[src/pkg/ecqc_pkg.sv]
// Shared constants and types for the ECC region write quantum checker
package ecqc_pkg;

  // ----------------------------------------------------------------
  // Widths
  // ----------------------------------------------------------------
  localparam int ADDR_W = 32;
  localparam int LEN_W = 8;
  localparam int INIT_W = 8;
  localparam int TYPE_W = 2;
  localparam int NUM_RANGES = 2;

  // ----------------------------------------------------------------
  // Quantum masks on the low address and length bits
  // ----------------------------------------------------------------
  localparam logic [1:0] QUANT_MASK_16 = 2'h1;
  localparam logic [1:0] QUANT_MASK_32 = 2'h3;

  // ----------------------------------------------------------------
  // Reset values
  // ----------------------------------------------------------------
  localparam logic [INIT_W-1:0] LOG_INIT_RST = 8'h00;
  localparam logic [TYPE_W-1:0] LOG_TYPE_RST = 2'h0;
  localparam logic [ADDR_W-1:0] LOG_ADDR_RST = 32'h0000_0000;

  // ----------------------------------------------------------------
  // Response stage states
  // ----------------------------------------------------------------
  typedef enum logic {
    ECQC_RSP_IDLE,
    ECQC_RSP_HOLD
  } ecqc_rsp_state_t;

endpackage

[src/verilog/ecqc_range_match.sv]
// One address window of ECC protection: hit when enabled and the address falls inside
`timescale 1ns/10ps
module ecqc_range_match (
  input wire logic [ecqc_pkg::ADDR_W-1:0] base_i,
  input wire logic [ecqc_pkg::ADDR_W-1:0] limit_i,
  input wire logic enable_i,
  input wire logic [ecqc_pkg::ADDR_W-1:0] addr_i,
  output logic hit_o
);

  // Limit is inclusive so a window may reach the top of the space
  assign hit_o = enable_i && (addr_i >= base_i) && (addr_i <= limit_i);

endmodule // ecqc_range_match
[config.mk]
export PLATFORM = sky130hd
export DESIGN_NAME = ecqc_range_match
export DESIGN_NICKNAME = d
export VERILOG_FILES = /design/src/pkg/ecqc_pkg.sv /design/src/verilog/ecqc_range_match.sv
export SDC_FILE = /design/constraint.sdc
export NUM_CORES = 1
export LEC_CHECK = 0
export BUFFER_PORTS_ARGS = -buffer_cell sky130_fd_sc_hd__buf_2
export CAP_MARGIN = 20
export CELL_PAD_IN_SITES_DETAIL_PLACEMENT = 1
export CELL_PAD_IN_SITES_GLOBAL_PLACEMENT = 1
export CORE_ASPECT_RATIO = 0.75
export CORE_UTILIZATION = 31
export DETAILED_ROUTE_END_ITERATION = 8
export GPL_TIMING_DRIVEN = 0
export PLACE_DENSITY = 0.85
export SYNTH_ARGS = -nofsm -noshare
export SYNTH_HDL_FRONTEND = slang
export SYNTH_SLANG_ARGS = --single-unit
[constraint.sdc]
create_clock -name vclk -period 2.6
set_input_delay 0.39 -clock vclk [all_inputs]
set_output_delay 0.39 -clock vclk [all_outputs]
set_load 0.02 [all_outputs]
# Word-level counts from Yosys, hierarchy flattened
# Cells that the tools add are included.
[totals] ff_bits=0 in_bits=97 word_cells=4
[op_classes] order_cmp=2 n_reduce_logical=2
[op_table] operator="$ge A32 B32 Y1" n=1
[op_table] operator="$le A32 B32 Y1" n=1
[op_table] operator="$logic_and A1 B1 Y1" n=2

# Depth between registers and ports, before layout
# Gate-level depths: netlist (run 1).
[logic_depth] word_depth=3 depth_mapped=8

# Least setup slack after synthesis (run 1)
# Ideal clock, no wire load.
[synth_path] kind="input-to-output" startpoint="input limit_i[5] in the netlist's numbering" endpoint="output hit_o" arrival_ps=2077 required_ps=2210 path_slack_ps=133 stages=8 n_path_buf=0 path_cell_list="inv_1 ha_1 a21oi_2 nor2_1 a211oi_2 o31ai_1 a2111o_1 a311oi_1"
[synth_via] elab_chain_cells=2
[synth_rtl] item="start: declaration" line_no="ecqc_range_match.sv:5" rtl="input wire logic [ecqc_pkg::ADDR_W-1:0] limit_i,"
[synth_rtl] item="$le A32 B32 Y1" line_no="ecqc_range_match.sv:12" rtl="assign hit_o = enable_i && (addr_i >= base_i) && (addr_i <= limit_i);"
[synth_rtl] item="$logic_and A1 B1 Y1" line_no="ecqc_range_match.sv:12"
[synth_rtl] item="end: declaration" line_no="ecqc_range_match.sv:8" rtl="output logic hit_o"
# Every way passes these cells.

# Worst setup path after layout (run 1)
[layout_path] startpoint="input base_i[27] in the netlist's numbering" endpoint="output hit_o"
[layout_via] elab_chain_cells=3
[layout_rtl] item="start: declaration" line_no="ecqc_range_match.sv:4" rtl="input wire logic [ecqc_pkg::ADDR_W-1:0] base_i,"
[layout_rtl] item="$ge A32 B32 Y1" line_no="ecqc_range_match.sv:12"
[layout_rtl] item="$logic_and A1 B1 Y1 (2 in series)" line_no="ecqc_range_match.sv:12"
# Every way passes these cells.

==> results of run 1 <==
## synthesized netlist by cell type (all sizes together)
library cell	n
nor2	5
a311oi	1
nand2	11
nor3	1
a211oi	3
a21boi	1
and4	3
a221oi	2
nand4	7
o211ai	1
a31oi	2
a21oi	20
and3	1
a221o	1
a21o	7
or2	1
nor4	2
nor2b	2
inv	64
o21ai	9
and2	1
nand3	9
a2111o	2
ha	64
nand2b	2
o31ai	1
## critical path, stage by stage
cell,delay (ps)
buf_2,70
inv_1,30
ha_1,300
and2_0,180
a221o_1,320
a221oi_2,310
o21ai_1,100
a21oi_1,140
a311oi_1,60
buf_4,170
## routing by layer
| metal | global-route usage [%] | vias to the layer above | wire, um | part of all wire [%] |
|---|---|---|---|---|
| met5 | 0 | - | 0 | 0 |
| met4 | 1.06 | 0 | 34 | 0.72 |
| met3 | 0.388 | 4 | 169 | 3.6 |
| met2 | 35.3 | 48 | 2270 | 48 |
| met1 | 23.1 | 836 | 2260 | 48 |
| li1 | - | 975 | - | - |
## logic make-up after synthesis
kind of cell             Yosys count  synth area share (%)
AND/OR/NAND/NOR                   45                  14.7
AO/OA/AOI/OAI                     50                  20.4
adder cells (fa/ha/maj)           64                  49.9
buffers and inverters             64                  15.0
## cell usage in the layout (no fill, tap or decap)
cell type / netlist / routed
a21oi_1: 19 / 19
a31oi_4: 0 / 1
a21boi_0: 1 / 1
nand3_1: 9 / 9
a311oi_1: 1 / 1
and4_1: 3 / 3
o21ai_1: 0 / 1
ha_4: 0 / 1
and2_0: 1 / 1
a221o_1: 1 / 1
and3_1: 1 / 1
o21ai_0: 8 / 7
or2_1: 1 / 1
o21ai_2: 1 / 1
a2111o_1: 2 / 2
a31oi_1: 2 / 1
ha_1: 64 / 63
nor4_1: 2 / 2
a21o_1: 7 / 7
o211ai_1: 1 / 1
nand2_1: 11 / 11
nor3_2: 0 / 1
nand4_1: 7 / 7
nor2b_1: 2 / 2
nor2_1: 5 / 5
a211oi_2: 1 / 1
o31ai_1: 1 / 1
buf_4: 0 / 1
a211oi_1: 2 / 2
a221oi_1: 2 / 1
nand2b_1: 2 / 2
a21oi_2: 1 / 1
inv_1: 64 / 64
a221oi_2: 0 / 1
buf_2: 0 / 97
## cell type report
| cell class | count | area, um^2 |
|---|---|---|
| fill | 687 | 2720 |
| multi-input combinational | 159 | 1400 |
| timing repair buffer | 98 | 493 |
| inverter | 64 | 240 |
| tap | 60 | 75.1 |
## power groups by stage
stage	combinational [mW]	clock, mW	sequential [mW]
2_1_floorplan	0.170	0	0
3_3_place_gp	0.288	0	0
3_5_place_dp	0.307	0	0
4_1_cts	0.311	0	0
5_1_grt	0.367	0	0
6_report	0.314	0	0
## what timing repair did
item,in CTS,in global routing
endpoints found under the setup margin,1,1
resized for setup,1,6
pin swaps,0,1
gates cloned,0,0
## per-stage QoR
stage,TNS [ps],cell area (um^2)
after floorplan,0,1600
after global placement,-22.6,2170
after detailed placement,-50.8,2170
after CTS,0,2180
after global routing,0,2210
final,0,2210
## final timing paths
kind	from	end	slack, ps	cells after the start
max	base_i[27]	hit_o	120	10
min	enable_i	hit_o	1310	6
==> out/metrics.yaml, run 1 <==
status: "finished, final reports clean"
placed_cells: 381
critPathKind: "input port to output port"
switchingPower_uw: 156
ctsHoldBuffers: 0
antenna_left: 0
holdWs_ps: 1310
fp.dieH_um: 64.3
fin_nets: 484
p_seq_share_pct: 0
synth_area_per_cell_um2: 7.19
wl_per_cell_um: 12.4
slew_violations: 0
cts_setup_buffers: 0
p_int_uw: 158
post-synth-top-area-fraction_pct: 49.9
min_period_ps: 2480
clkbuf_count: 0
arrival_ps: 2090
finalWorstSetupSlack_ps: 122
die-area_mm2: 0.00547
syn_area_mm2: 0.00160
syn_nets: 384
fp.coreArea_mm2: 0.00493
io_buffers: 98
endpoint_kind: "output port"
p_per_area_mw_per_mm2: 142
netlist_instances: 223
area_delta_synth_final_pct: 37.8
chipWidth_um: 85.1
instances_no_fill: 381
layout-drive-gt1-share_pct: 32.7
worst_pin_slew_ps: 470
p_total_uw: 314
drc_errors: 0
drt_iter0_markers: 6
finalWirelength_um: 4740
switching_share_pct: 49.8
grt_pass1_vias: 1990
crit_fanout: 2
antenna_cells: 0
leakage_nw: 1.42
grt_max_degree: 4
seq_cell_count: 0
rows: 22
drv_cap: 0
max-slew-margin-rel_pct: 68.4
p_clk_share_pct: 0
antenna_found_initial: 0
synth_top_cell_by_area: "ha_1"
seq_area_um2: 0
yosysSeqAreaShare_pct: 0
p_comb_share_pct: 100.0
grt.total_usage_pct: 18.1
setup_viol: 0
vias: 1863
fmax_ghz: 0.404
ios: 98
synth.distinct_cells: 29
dr.pass1.iters: 4
viasPerCell: 4.89
pre_cts_slack_ps: -50.8
grt_overflow: 0
hpwl_um: 4590
finalCritPeriodShare_pct: 95.3
hold_path_class: "input port to output port"
vdd_ir_drop_max_v: 0.0000473
cp.required_ps: 2210
ys_warn_count: 0
rsz0062_at_grt: "no"
grt_pass1_wl_um: 8260
critPathLaunchType: "input port"
final_util_pct: 44.9
finalHoldViolCount: 0
gp_congestion: 0.790
initial_core_util_pct: 32.6
synth.area.top_cells: "ha_1 50%, inv_1 15%, a21oi_1 5.9%"
(Power assumes the default switching activity.)
==> run 2: changes to the inputs <==
--- a/config.mk
+++ b/config.mk
@@ -5,15 +5,17 @@
 export SDC_FILE = /design/constraint.sdc
 export NUM_CORES = 1
 export LEC_CHECK = 0
+export ABC_AREA = 1
 export BUFFER_PORTS_ARGS = -buffer_cell sky130_fd_sc_hd__buf_2
 export CAP_MARGIN = 20
 export CELL_PAD_IN_SITES_DETAIL_PLACEMENT = 1
 export CELL_PAD_IN_SITES_GLOBAL_PLACEMENT = 1
 export CORE_ASPECT_RATIO = 0.75
-export CORE_UTILIZATION = 31
+export CORE_UTILIZATION = 30
 export DETAILED_ROUTE_END_ITERATION = 8
 export GPL_TIMING_DRIVEN = 0
-export PLACE_DENSITY = 0.85
+export PLACE_DENSITY = 0.83
+export RECOVER_POWER = 50
 export SYNTH_ARGS = -nofsm -noshare
 export SYNTH_HDL_FRONTEND = slang
 export SYNTH_SLANG_ARGS = --single-unit
==> out/metrics.yaml, run 2 <==
critPathTopFamily: "simple AND/OR/NAND/NOR gates"
antenna_left: 0  # unchanged
fp.dieH_um: 67.6  # +5.1%
seq_area_um2: 0  # unchanged
critPathKind: "input port to output port"
pre_cts_slack_ps: 436  # +487 ps
p_per_area_mw_per_mm2: 143  # +0.94%
layout-drive-gt1-share_pct: 26.9  # -5.8 points
cts_resized: 0  # -1
area_delta_synth_final_pct: 33.9
rows: 23  # +4.5%
leakage_nw: 1.58  # +11%
post-synth-top-count-cell: "inv_1"
yosys-top-cells-count: "78 x inv_1, 67 x nand2_1, 64 x ha_1, 30 x a21oi_1, 17 x nor2_1"
fin_nets: 542  # +12%
antenna_found_initial: 0  # unchanged
drv_cap: 0  # unchanged
syn_nets: 442  # +15%
final_area_mm2: 0.00230  # +4.2%
crit_fanout: 3  # +1
synth.area.top_cells: "ha_1 47%, inv_1 17%, nand2_1 15%"
p_seq_share_pct: 0  # unchanged
slowest_delay_ps: 290  # -30 ps
p_clk_share_pct: 0  # unchanged
tns_ps: 0  # unchanged
dr.pass1.iters: 2  # -2
cts_setup_buffers: 0  # unchanged
post-synth-top-area-fraction_pct: 46.5  # -3.4 points
syn_area_mm2: 0.00172  # +7.3%
seq_cell_count: 0  # unchanged
io_buffers: 98  # unchanged
netlist_instances: 281  # +26%
final_common_cell: "buf_2"
grt_pass1_vias: 2029  # +2.0%
die-area_mm2: 0.00604  # +11%
ctsHoldBuffers: 0  # unchanged
synth.distinct_cells: 16  # -45%
ys_warn_count: 0  # unchanged
finalHoldViolCount: 0  # unchanged
cp.required_ps: 2210  # about the same
wl_met2_um: 2580  # +13%
max-slew-margin-rel_pct: 83.3  # +15 points
vdd_ir_drop_max_v: 0.0000471  # -0.35%
gp_congestion: 0.758  # -4.0%
yosysSeqAreaShare_pct: 0  # unchanged
status: "finished, final reports clean"
arrival_ps: 1840  # -250 ps
slew_violations: 0  # unchanged
p_comb_share_pct: 100.0  # about the same
min_period_ps: 2230  # -252 ps
instances_no_fill: 454  # +19%
setup_viol: 0  # unchanged
grt_max_degree: 4  # unchanged
rsz0062_at_grt: "no"
wl_met3_um: 126  # -25%
finalCritPeriodShare_pct: 85.6  # -9.7 points
ios: 98  # unchanged
p_int_uw: 154  # -2.0%
initial_core_util_pct: 31.6  # -0.92 points
endpoint_kind: "output port"
finalWirelength_um: 5120  # +8.1%
clkbuf_count: 0  # unchanged
hpwl_um: 5020  # +9.3%
placed_cells: 454  # +19%
place_area_mm2: 0.00230  # +6.2%
wl_per_cell_um: 11.3  # -9.3%
drt-met1-wl_um: 2400  # +6.4%
antenna_cells: 0  # unchanged
synth_top_cell_by_area: "ha_1"
crit_chain: "buf_2 -> ha_1 -> nand2_1 -> o21ai_0 -> a21oi_1 -> nand2_1 -> nand2_1 -> nand2_1 -> nand2_1 -> nor2_1 -> clkbuf_1"
grt_pass1_wl_um: 8180  # -0.92%
critPathLaunchType: "input port"
finalWorstSetupSlack_ps: 374  # +252 ps
drt_iter0_markers: 6  # unchanged
worst_pin_slew_ps: 251  # -218 ps
final_cell_mix: "97 x buf_2, 78 x inv_1, 67 x nand2_1, 64 x ha_1, 30 x a21oi_1"
grt.total_usage_pct: 17.2  # -0.89 points
fmax_ghz: 0.449  # +11%
cp_common_cell: "nand2_1"
viasPerCell: 4.42  # -9.5%
vias: 2008  # +7.8%
nFillCells: 790  # +15%
drc_errors: 0  # unchanged
highest-signal-layer: "met4"
switching_share_pct: 53.2  # +3.4 points
hold_path_class: "input port to output port"
chipWidth_um: 89.4  # +5.1%
grt_overflow: 0  # unchanged
switchingPower_uw: 175  # +12%
synth_area_per_cell_um2: 6.12  # -15%
crit_buf_inv: 2  # -1
final_util_pct: 42.4  # -2.5 points
slowest_stage: "ha_1"
fp.coreArea_mm2: 0.00544  # +10%
[run 2: cell types whose count changed in the layout (fill, tap and decap cells not counted), sizes merged, moves of 6 or more]
cell and change:
a21o -6, inv +14, nand3 -6, a21oi +10, nor2 +14, nand2 +57
[run 2: power by group through the flow]
stage               Clock, mW  Sequential, mW  Combinational [mW]
finish                      0               0               0.330
global route                0               0               0.386
CTS                         0               0               0.338
detailed placement          0               0               0.336
global placement            0               0               0.313
floorplan                   0               0               0.192
[run 2: worst paths after layout]
kind,from,end,slack (ps),cells after the start
min,enable_i,hit_o,1140,4
max,addr_i[15],hit_o,370,11
[run 2: routing by layer]
metal	global-route usage, %	up-vias
met2	35.4	41
li1	-	1084
met5	0	-
met4	0.397	0
met3	0.367	2
met1	20.8	881
[run 2: cell families (layout without fill, tap and decap cells)]
group                    Yosys count  in the layout  synth area share [%]
AND/OR/NAND/NOR                   99             99                  24.2
buffers and inverters             78            176                  17.0
adder cells (fa/ha/maj)           64             64                  46.5
AO/OA/AOI/OAI                     40             40                  12.2
[run 2: metrics by stage]
stage	hold WS [ps]	total power [mW]
4_1_cts	1140	0.338
5_1_grt	1170	0.386
6_report	1140	0.330
3_5_place_dp	1130	0.336
3_3_place_gp	1130	0.313
2_1_floorplan	913	0.192
[run 2: area by class of cell]
type               instances  area (um^2)  area share [%]
well taps                 75         93.8            4.07
repair buffers            98          489            21.2
inverters                 78          293            12.7
multi-input cells        203         1430            62.0
